[config.mk]
export PLATFORM = sky130hd
export DESIGN_NAME = sgd_decoder
export DESIGN_NICKNAME = d
export VERILOG_FILES = /design/src/logic/sgd_pkg.sv /design/src/logic/sgd_decoder.sv /design/src/logic/sgd_xfer.sv
export SDC_FILE = /design/constraint.sdc
export NUM_CORES = 1
export LEC_CHECK = 0
export BUFFER_PORTS_ARGS = -buffer_cell sky130_fd_sc_hd__buf_2
export CAP_MARGIN = 5
export CORE_ASPECT_RATIO = 1.4
export CORE_MARGIN = 8
export CORE_UTILIZATION = 40
export CTS_BUF_LIST = sky130_fd_sc_hd__clkbuf_8
export CTS_CLUSTER_SIZE = 40
export DETAILED_ROUTE_END_ITERATION = 7
export GPL_TIMING_DRIVEN = 0
export HOLD_SLACK_MARGIN = 0.15
export PLACE_DENSITY_LB_ADDON = 0.1
export SYNTH_ARGS = -nofsm -noshare
export SYNTH_HDL_FRONTEND = slang
export SYNTH_HIERARCHICAL = 1
export SYNTH_SLANG_ARGS = --single-unit
[constraint.sdc]
create_clock -name ref_clk -period 9.3 [get_ports ref_clk]
set_input_delay 0.93 -clock ref_clk [delete_from_list [all_inputs] [get_ports ref_clk]]
set_output_delay 0.93 -clock ref_clk [all_outputs]
set_load 0.005 [all_outputs]
[src/logic/sgd_pkg.sv]
// Shared constants and types for the descriptor decoder
package sgd_pkg;
	localparam int DESC_BYTES = 16;
	localparam int IDX_W = 4;
	localparam logic [3:0] IDX_LAST = 4'hF;
	localparam int ID_BYTE = 15;
	localparam int ADDR_BYTE0 = 0;
	localparam int LEN_BYTE0 = 8;
	localparam int TYPE_HI = 7;
	localparam int TYPE_LO = 4;
	localparam int ZERO_HI = 3;
	localparam int ZERO_LO = 0;
	localparam logic [3:0] ZERO_OK = 4'h0;
	localparam logic [31:0] LEN_NONE = 32'h0000_0000;
	localparam logic [63:0] ADDR_NONE = 64'h0000_0000_0000_0000;
	localparam logic [64:0] ADDR_SPACE_END = 65'h1_0000_0000_0000_0000;
	localparam logic [7:0] BYTE_CLR = 8'h00;

	typedef enum logic [3:0] {
		SGD_DATA_BLOCK = 4'h0,
		SGD_BIT_BUCKET = 4'h1,
		SGD_SEGMENT = 4'h2,
		SGD_LAST_SEGMENT = 4'h3,
		SGD_VENDOR = 4'hF
	} sgd_type_t;

	localparam logic [3:0] RSVD_LO = 4'h4;
	localparam logic [3:0] RSVD_HI = 4'hE;

	typedef struct packed {
		logic [3:0] dtype;
		logic is_data;
		logic err_type;
		logic err_zero;
		logic err_range;
		logic err;
		logic null_desc;
		logic [63:0] addr;
		logic [31:0] len;
	} sgd_desc_t;
endpackage : sgd_pkg

[src/logic/sgd_decoder.sv]
// Scatter gather descriptor decoder with data block transfer
// Function
// - Type code 0 data, 1 bit bucket, 2 segment, 3 last, 4-E reserved, F vendor.
// - Data block bytes 7..0 give the 64-bit start byte address.
// - Bytes 11..8 give length in bytes; exactly that many are transferred.
// - Zero length moves no data and is a valid descriptor.
// - Address plus length above two to the 64 is an error.
// - Identifier bits 3..0 must be zero in a data block, otherwise an error.
// - Identifier bits 7..4 equal zero select data block parsing.
// - Reserved or unsupported type codes are descriptor errors.
// - Each descriptor is sixteen bytes; descriptor n spans n*16..n*16+15.
// - An all-zero descriptor is an accepted null descriptor moving nothing.
`timescale 1ns/1ps
`default_nettype none
module sgd_decoder (
	input wire logic ref_clk,
	input wire logic rst_n,
	input wire logic in_valid,
	input wire logic [7:0] in_byte,
	output logic in_ready,
	output logic desc_valid,
	output sgd_pkg::sgd_desc_t desc,
	output logic xfer_valid,
	output logic [63:0] xfer_addr,
	output logic xfer_last
);
	typedef enum logic [2:0] {
		ST_COLLECT = 3'b001,
		ST_DECODE = 3'b010,
		ST_XFER = 3'b100
	} sgd_state_t;

	sgd_state_t state_r;
	sgd_state_t state_nxt;
	logic [7:0] buf_r [sgd_pkg::DESC_BYTES];
	logic [sgd_pkg::IDX_W-1:0] idx_r;
	logic take;
	logic start_xfer;
	sgd_pkg::sgd_desc_t dec;

	// Little-endian field assembly
	function automatic logic [63:0] le_field(input int base, input int n);
		logic [63:0] v;
		v = sgd_pkg::ADDR_NONE;
		for (int i = 0; i < 8; i++) begin
			if (i < n) begin
				v[i*8 +: 8] = buf_r[base + i];
			end
		end
		return v;
	endfunction : le_field

	assign take = in_valid && in_ready;

	// Byte capture, sixteen per descriptor
	always_ff @(posedge ref_clk) begin
		if (!rst_n) begin
			idx_r <= '0;
			for (int i = 0; i < sgd_pkg::DESC_BYTES; i++) begin
				buf_r[i] <= sgd_pkg::BYTE_CLR;
			end
		end else if (take) begin
			buf_r[idx_r] <= in_byte;
			idx_r <= idx_r + 4'h1;
		end
	end

	// Field decode
	always_comb begin
		logic [7:0] id;
		logic [64:0] end_addr;
		id = buf_r[sgd_pkg::ID_BYTE];
		end_addr = '0;
		dec = '0;
		dec.dtype = id[sgd_pkg::TYPE_HI:sgd_pkg::TYPE_LO];
		dec.addr = le_field(sgd_pkg::ADDR_BYTE0, 8);
		dec.len = 32'(le_field(sgd_pkg::LEN_BYTE0, 4));
		dec.is_data = (dec.dtype == sgd_pkg::SGD_DATA_BLOCK);
		dec.err_type = (dec.dtype >= sgd_pkg::RSVD_LO)
			&& (dec.dtype <= sgd_pkg::RSVD_HI)
			|| (dec.dtype == sgd_pkg::SGD_VENDOR);
		end_addr = {1'b0, dec.addr} + {33'h0, dec.len};
		if (dec.is_data) begin
			dec.err_zero = (id[sgd_pkg::ZERO_HI:sgd_pkg::ZERO_LO]
				!= sgd_pkg::ZERO_OK);
			dec.err_range = (end_addr > sgd_pkg::ADDR_SPACE_END);
		end
		dec.err = dec.err_type || dec.err_zero || dec.err_range;
		dec.null_desc = dec.is_data && !dec.err
			&& (dec.len == sgd_pkg::LEN_NONE);
	end

	assign start_xfer = (state_r == ST_DECODE) && dec.is_data && !dec.err
		&& (dec.len != sgd_pkg::LEN_NONE);

	always_comb begin
		state_nxt = state_r;
		case (state_r)
			ST_COLLECT: begin
				if (take && idx_r == sgd_pkg::IDX_LAST) begin
					state_nxt = ST_DECODE;
				end
			end
			ST_DECODE: begin
				state_nxt = start_xfer ? ST_XFER : ST_COLLECT;
			end
			ST_XFER: begin
				if (xfer_last) begin
					state_nxt = ST_COLLECT;
				end
			end
			default: begin
				state_nxt = ST_COLLECT;
			end
		endcase
	end

	always_ff @(posedge ref_clk) begin
		if (!rst_n) begin
			state_r <= ST_COLLECT;
			in_ready <= 1'b1;
		end else begin
			state_r <= state_nxt;
			in_ready <= (state_nxt == ST_COLLECT);
		end
	end

	always_ff @(posedge ref_clk) begin
		if (!rst_n) begin
			desc_valid <= 1'b0;
			desc <= '0;
		end else begin
			desc_valid <= (state_r == ST_DECODE);
			if (state_r == ST_DECODE) begin
				desc <= dec;
			end
		end
	end

	sgd_xfer u_xfer (
		.ref_clk(ref_clk),
		.rst_n(rst_n),
		.start(start_xfer),
		.start_addr(dec.addr),
		.start_len(dec.len),
		.xfer_valid(xfer_valid),
		.xfer_addr(xfer_addr),
		.xfer_last(xfer_last)
	);
endmodule : sgd_decoder
`default_nettype wire

[src/logic/sgd_xfer.sv]
// Byte transfer sequencer for one accepted data block
`timescale 1ns/1ps
`default_nettype none
module sgd_xfer (
	input wire logic ref_clk,
	input wire logic rst_n,
	input wire logic start,
	input wire logic [63:0] start_addr,
	input wire logic [31:0] start_len,
	output logic xfer_valid,
	output logic [63:0] xfer_addr,
	output logic xfer_last
);
	logic busy_r;
	logic [63:0] addr_r;
	logic [31:0] cnt_r;
	logic [31:0] beats_r;
	logic [31:0] len_r;

	always_ff @(posedge ref_clk) begin
		if (!rst_n) begin
			busy_r <= 1'b0;
			addr_r <= sgd_pkg::ADDR_NONE;
			cnt_r <= sgd_pkg::LEN_NONE;
			len_r <= sgd_pkg::LEN_NONE;
		end else if (start) begin
			busy_r <= 1'b1;
			addr_r <= start_addr;
			cnt_r <= start_len;
			len_r <= start_len;
		end else if (busy_r) begin
			addr_r <= addr_r + 64'h1;
			cnt_r <= cnt_r - 32'h1;
			if (cnt_r == 32'h1) begin
				busy_r <= 1'b0;
			end
		end
	end

	always_ff @(posedge ref_clk) begin
		if (!rst_n) begin
			xfer_valid <= 1'b0;
			xfer_addr <= sgd_pkg::ADDR_NONE;
			xfer_last <= 1'b0;
		end else begin
			xfer_valid <= busy_r;
			xfer_addr <= addr_r;
			xfer_last <= busy_r && (cnt_r == 32'h1);
		end
	end

	// Beats issued since start, for checking only
	always_ff @(posedge ref_clk) begin
		if (!rst_n || start) begin
			beats_r <= sgd_pkg::LEN_NONE;
		end else if (xfer_valid) begin
			beats_r <= beats_r + 32'h1;
		end
	end
endmodule : sgd_xfer
`default_nettype wire

Word level (Yosys, flattened, before mapping). Memory sizes are Yosys's and may differ from the RTL's. Index checks and enable logic that the tools add are counted.

Register bits: 278. Memories kept: 1. Logic and storage cells: 72. Memory bits (writable): 128. Input port bits: 11. Output and inout port bits: 174.

Memory list: buf_r (depth 16, width 8, rd ports 13, clocked after Yosys merged registers in 0, wr ports 16, RTL line sgd_decoder.sv:35) `logic [7:0] buf_r [sgd_pkg::DESC_BYTES];`.

Order comparisons: 3. Mux-type cells: 19. Reduce and logical (&&, ||, !) cells: 19. $add $sub $neg: 4. Eq/ne operators: 7.

Operators with widths (number): $mux 64 (2); $add 64x32->65 (1); $gt 65x65->1 const B (1); $add 64x1->64 const B (1); $mux 32 (2); $eq 32x1->1 const B (1); $logic_not 32->1 (1); $reduce_bool 32->1 (1); $sub 32x1->32 const B (1); $logic_and 1x1->1 (9); $mux 3 (3); $pmux 3 s3 (1); $eq 4x4->1 const B (2); $mux 1 (8); $mux 8 (1); $reduce_or 8->1 (1); $eq 3x1->1 const B (2); $add 4x1->4 const B (1); $ge 4x3->1 const B (1); $le 4x4->1 const B (1); $logic_not 4->1 (1); $mux 4 (1); $reduce_bool 4->1 (1); $eq 3x2->1 const B (1); other kinds (5) (7).

Depth between registers and ports, before layout. Gate-level depths: netlist of the first run.

Word-level depth: 11. Depth in mapped cells: 20.

Modules after synthesis. Netlist of the first run, hierarchy kept.

Modules (own cells, without submodules): sgd_decoder (cells each 1370, instances 1, area each 12086.6 sq um); sgd_xfer (cells each 853, instances 1, area each 7483.4 sq um).

Least setup slack after synthesis of the first run. Ideal clock, no wire load.

Path type: reg-to-reg. Start point: mem buf_r[8][0]. End point: reg u_xfer.addr_r[10]. Cell stages (with the launch flop): 19. Library setup time: 0.115 ns. Data arrival time: 4.248 ns. Slack: 4.937 ns. Period minus slack after synthesis: 4.363 ns. Cell sequence: edfxtp_1 > ha_1 > fa_1 > a21oi_1 > o211ai_1 > a21o_1 > a31oi_4 > o21ai_0 > mux2_2 > nor4b_1 > nand4_1 > nor4_1 > a21oi_1 > nor2_1 > clkbuf_1 > clkbuf_1 > clkbuf_1 > o21ai_0 > and2_1.

RTL lines: start: declaration (RTL line sgd_decoder.sv:35); end signal: assignment (RTL line sgd_xfer.sv:23) `addr_r <= sgd_pkg::ADDR_NONE;`; end signal: assignment (RTL line sgd_xfer.sv:28) `addr_r <= start_addr;`; end signal: assignment (RTL line sgd_xfer.sv:32) `addr_r <= addr_r + 64'h1;`; end: declaration (RTL line sgd_xfer.sv:15) `logic [63:0] addr_r;`.

==> flow_summary_export.csv, run 1 <==
group,metric,value,unit
global_routing,antenna_found_initial,2,
clock_network,clkTransAtPathRegs,0.06,ns
synthesis,netlist_area,19600,um2
min_path,hold_start,"desc[14]",
clock_network,clockRootBuffer,"clkbuf_8",
floorplan,core-area,48600,um2
timing,slew_violations,0,
clock_network,clockBufferDepth,3,
synthesis,ys_types,94,
global_routing,met3_usage,3.55,%
routing,wl,78.8,mm
setup_path,endpoint_kind,"register",
setup_path,startpoint_type,"register",
timing,hold_viol_final,0,
flow_run,maxCapViolCount,0,
clock_network,cts_sinks,382,
cells_and_area,final_nets,2522,
setup_path,slowest_stage,"o21ai_0",
setup_path,r2r_start,"buf_r[10][3]",
pwr,power_per_cell_area,158,nW/um2
global_routing,gr-usage-all-layers,27.1,%
clock_network,htreeDepth,2,
setup_path,crit_type,"register to register",
timing,fmax,153,MHz
synthesis,synth-main-ff-cell,"dfxtp_1",
clock_network,cts_setup_buffers,0,
clock_network,cts-hold-fix-buffers,0,
cells_and_area,final_cell_mix,"nand2_1 (353), dfxtp_1 (278), buf_2 (205), and2_1 (205), o21ai_0 (135)",
setup_path,crit_fanout,10,
routing,drtIter0Drc,1334,
floorplan,dieArea,56400,um2
timing,fin_crit,6.52,ns
routing,dr.pass1.iters,8,
timing,timing.final.crit_share,70.1,%
pwr,vdd_drop_max,0.000139,V
placement,io_buffers,184,
timing,rsz0062_at_grt,"no",
setup_path,startpoint,"buf_r[10][3]",
cells_and_area,fill_cells,4898,
synthesis,syn_avg_cell_area,8.80,um2
floorplan,start_util,40.2,%
global_routing,grt.overflow.total,0,
timing,finClkSkew,0.0250,ns
cells_and_area,layout_commonest_cell,"nand2_1",
setup_path,max_stage_delay,0.79,ns
pwr,leakage,8.59,nW
floorplan,die_x,203,um
routing,antenna_left,0,
synthesis,ys_warn_count,6,
floorplan,row_count,96,
routing,via_per_inst,5.74,
synthesis,async_reset_ff_share,0,%
global_routing,gr-max-usage-layer,"met2",
global_routing,grt_max_degree,19,
synthesis,synth_edf_count,104,
run_status,status,"finished clean",
global_routing,grt_pass1_vias,17800,
placement,gp_congestion,0.953,
synthesis,syn-num-nets,2274,
routing,num_vias,18100,
setup_path,arrival,7.13,ns
global_routing,grt_util_met2,48.3,%
synthesis,synth_seq_cells,382,
clock_network,worstSkewPairLatency,0.71,ns
synthesis,synthCells,2223,
placement,post-dp-hpwl,61.5,mm
cells_and_area,final_util,46.5,%
timing,worstMarginPinSlew,1.33,ns
timing,fin_tns_setup,0,ns
setup_path,critical_path_required,9.90,ns
min_path,hold_path.class,"register to register",
clock_network,ctsResizeCount,0,
floorplan,die_height,278,um
setup_path,cp_cell_sequence,"ha_1 > buf_2 > a21oi_1 > o21ai_0 > a21oi_1 > o21ai_0 > mux2_2 > nor4b_1 > nand4_1 > nor4_1 > a21oi_1 > nor2_1 > clkbuf_1 > clkbuf_1 > clkbuf_1 > o21ai_0 > and2_1",
cells_and_area,drive_gt1_share,14.0,%
timing,setup_viol,0,
routing,drc,0,
routing,wl_per_cell,24.9,um
cells_and_area,syn_to_final_growth,15.5,%
clock_network,numCtsBuffers,60,
floorplan,io_pins,185,
clock_network,cts_tree,"built",
synthesis,ys_seq_area_share,44.4,%
timing,hold_ws,0.458,ns
global_routing,met1_usage,31.6,%
global_routing,grt_pass1_wl,115,mm
timing,relSlewSlack,10.3,%
==> kinds of logic (layout without fill, tap and decap cells) <==
group / count (synthesis) / in the layout / share of synthesized area (%)
adder cells (fa/ha/maj): 40 / 40 / 2.60
other: 0 / 2 / 0
AND/OR/NAND/NOR: 1030 / 1030 / 28.0
buffers and inverters: 155 / 452 / 3.40
XOR/XNOR: 84 / 84 / 3.76
AO/OA/AOI/OAI: 527 / 527 / 17.6
multiplexers: 5 / 5 / 0.269
flip-flops: 382 / 382 / 44.4
==> cell usage after synthesis (14+ instances only) <==
cell	count	share of area [%]
or4_1	30	1.2
nand2b_1	24	0.77
ha_1	39	2.5
o211ai_1	15	0.58
dfxtp_1	278	28
nor2_1	89	1.7
nand2_1	353	6.8
and3_1	19	0.61
and2_1	205	6.6
nand3_1	60	1.5
or3_1	31	0.99
a21boi_0	108	4.1
nor3_1	36	0.92
xor2_1	37	1.7
buf_2	19	0.49
a21oi_1	96	2.5
inv_1	22	0.42
a31oi_1	34	1.1
edfxtp_1	104	16
xnor2_1	47	2.1
o211a_1	14	0.72
nor4_1	42	1.3
nand4_1	71	2.3
o21ai_0	135	3.5
o31ai_1	29	1.1
clkbuf_1	98	1.9
==> critical path, delay by kind of cell (launching register included) <==
family | cells | cell delay [ns]
buffers and inverters | 4 | 1.77
DFF | 1 | 0.57
muxes | 1 | 0.38
AOI/OAI and AO/OA | 6 | 1.93
adders and majority gates | 1 | 0.36
and+or+nand+nor | 5 | 1.39
==> sequential cells by signal (all words and copies together) (netlist names) <==
name               flops
buf_r                104
desc                 106
desc_valid             1
idx_r                  4
in_ready               1
state_r                3
u_xfer/addr_r         64
u_xfer/busy_r          1
u_xfer/cnt_r          32
u_xfer/xfer_addr      64
u_xfer/xfer_last       1
u_xfer/xfer_valid      1
==> final timing paths <==
check                     endpoint  depth (start not counted)  slack, ns
hold / removal            desc[14]                          2       0.46
hold reg to reg           desc[14]                          2       0.46
setup reg to reg  u_xfer/addr_r[5]                         17       2.78
setup / recovery  u_xfer/addr_r[5]                         17       2.78
==> metrics by stage <==
| step | instances | power (W) | area, um2 | worst slack, ns |
|---|---|---|---|---|
| after global placement | 3044 | 0.00206 | 21300 | 2.86 |
| after detailed placement | 3045 | 0.00206 | 21300 | 2.86 |
| after global routing | 3158 | 0.00368 | 22600 | 2.55 |
| after floorplan | 2223 | 0.00193 | 19600 | 4.94 |
| final | 3159 | 0.00357 | 22600 | 2.78 |
| after CTS | 3156 | 0.00359 | 22600 | 2.85 |
==> power breakdown <==
part	leakage (nW)	switching (W)	internal (W)	total, W
clock	0.751	0.000714	0.000827	0.00154
combinational	4.52	0.000178	0.0000722	0.000250
sequential	3.31	0.0000463	0.00173	0.00177
total	8.59	0.000938	0.00263	0.00357
==> routing by layer <==
layer,routed length [um],share of wire (%),up-vias
li1,-,-,8515
met1,30800,39,8732
met2,39400,50,711
met3,4580,5.8,167
met4,4030,5.1,0
met5,0,0,-
==> final cells by class <==
type	count	area, um2	area share, %
plain buffers	133	583	2.58
clock inverters	35	262	1.16
flip-flops and latches	382	8690	38.4
multi-input cells	1686	10200	45.2
well taps	637	797	3.52
diodes	2	5.00	0.0221
clock buffers	76	1050	4.63
repair buffers	186	931	4.12
inverters	22	82.6	0.365
Note: power is estimated with default switching activity, not from simulation.
==> inputs of run 2 (changes only) <==
Clock period 9.3 ns to 6.17 ns, I/O delays scaled along.
==> flow_summary_export.csv, run 2 (synthesized netlist as in run 1, its figures left out) <==
group,metric,value,unit
run_status,status,"finished clean",
placement,gp_congestion,0.953,
global_routing,grt.overflow.total,0,
floorplan,die_x,203,um
floorplan,dieArea,56400,um2
global_routing,grt_max_degree,19,
flow_run,maxCapViolCount,0,
cells_and_area,regMostFlops,"desc",
routing,wl,78.7,mm
cells_and_area,final_util,46.5,%
clock_network,cts_tree,"built",
cells_and_area,drive_gt1_share,14.3,%
clock_network,worstSkewPairLatency,0.70,ns
pwr,total_power,0.00538,W
global_routing,met1_usage,31.6,%
clock_network,cts_setup_buffers,0,
floorplan,io_pins,185,
clock_network,htreeDepth,2,
floorplan,row_count,96,
cells_and_area,layout_commonest_cell,"nand2_1",
global_routing,grt_pass1_wl,115,mm
timing,slew_violations,0,
setup_path,crit_fanout,10,
cells_and_area,syn_to_final_growth,15.6,%
timing,relSlewSlack,11.4,%
global_routing,gr-usage-all-layers,27.1,%
routing,num_vias,18100,
setup_path,startpoint_type,"register",
setup_path,arrival,6.48,ns
min_path,hold_path.class,"input port to register",
global_routing,met3_usage,3.55,%
global_routing,gr-max-usage-layer,"met2",
routing,antenna_left,0,
pwr,leakage,8.60,nW
routing,drtIter0Drc,1264,
timing,hold_ws,0.234,ns
routing,via_per_inst,5.72,
routing,dr.pass1.iters,6,
setup_path,critical_path_required,6.72,ns
timing,finClkSkew,0.0248,ns
pwr,vdd_drop_max,0.000209,V
timing,worstMarginPinSlew,1.32,ns
routing,wl_per_cell,24.9,um
timing,rsz0062_at_grt,"no",
cells_and_area,final_nets,2521,
clock_network,clockBufferDepth,3,
timing,fin_crit,5.93,ns
clock_network,cts_sinks,382,
timing,fmax,169,MHz
routing,drc,0,
timing,setup_viol,0,
floorplan,die_height,278,um
clock_network,clkTransAtPathRegs,0.07,ns
setup_path,crit_type,"register to register",
placement,post-dp-hpwl,61.5,mm
timing,hold_viol_final,0,
cells_and_area,largest_registers,"desc x106, buf_r x104",
cells_and_area,largest_register_ffs,106,
clock_network,numCtsBuffers,60,
global_routing,grt_pass1_vias,17800,
pwr,power_per_cell_area,238,nW/um2
clock_network,clockRootBuffer,"clkbuf_8",
cells_and_area,final_cell_mix,"nand2_1 (353), dfxtp_1 (278), buf_2 (205), and2_1 (205), o21ai_0 (134)",
setup_path,endpoint_kind,"register",
global_routing,antenna_found_initial,2,
floorplan,core-area,48600,um2
timing,timing.final.crit_share,96.1,%
global_routing,grt_util_met2,48.3,%
floorplan,start_util,40.2,%
placement,io_buffers,184,
## run 2: cell types whose count changed in the layout (fill, tap and decap cells not counted), sizes merged
cell    previous run  this run
clkbuf           175       174
diode              2         5
## run 2: routing by layer
layer | up-vias | wire length (um)
li1 | 8523 | -
met1 | 8710 | 30700
met2 | 683 | 39600
met3 | 152 | 4580
met4 | 0 | 3830
met5 | - | 0
## run 2: power by group
| group | switching, W | internal [W] |
|---|---|---|
| logic | 0.000268 | 0.000109 |
| registers | 0.0000693 | 0.00260 |
| clock network | 0.00108 | 0.00125 |
## run 2: timing repair
item,CTS,global route
setup endpoints to repair,20,17
resized for setup,4,3
hold buffers,0,0
## run 2: critical path, cell delays in order (launching register included)
cell and delay, ns:
edfxtp_1 0.54, ha_1 0.34, buf_2 0.18, a21oi_1 0.12
o21ai_0 0.80, a21oi_1 0.38, o21ai_0 0.30, mux2_2 0.38
nor4b_1 0.33, nand4_1 0.31, nor4_1 0.34, a21oi_1 0.16
nor2_1 0.24, clkbuf_2 0.33, inv_1 0.22, clkbuf_1 0.33
o21ai_0 0.40, a21oi_1 0.08
## run 2: layout make-up
class / count / area (um2)
diodes: 5 / 12.5
plain buffers: 132 / 584
clock buffers: 76 / 1050
clock inverters: 35 / 262
fillers: 4891 / 26000
inverters: 22 / 82.6
multi-input cells: 1686 / 10200
flip-flops and latches: 382 / 8690
well taps: 637 / 797
repair buffers: 186 / 931
## run 2: worst paths after layout
path	start	end	slack [ns]	depth (start not counted)
setup / recovery	buf_r[10][3]	u_xfer/addr_r[35]	0.24	17
hold / removal	in_byte[0]	buf_r[6][0]	0.23	2
setup reg to reg	buf_r[10][3]	u_xfer/addr_r[35]	0.24	17
hold reg to reg	desc[14]	desc[14]	0.46	2
## run 2: per-stage QoR
step,worst slack [ns],TNS [ns],std cells,cell area (um2)
after floorplan,1.81,0,2223,19600
after global placement,-0.275,-3.32,3044,21300
after detailed placement,-0.273,-3.19,3045,21300
after CTS,0.196,0,3156,22600
after global routing,0.0162,0,3157,22600
final,0.241,0,3161,22600
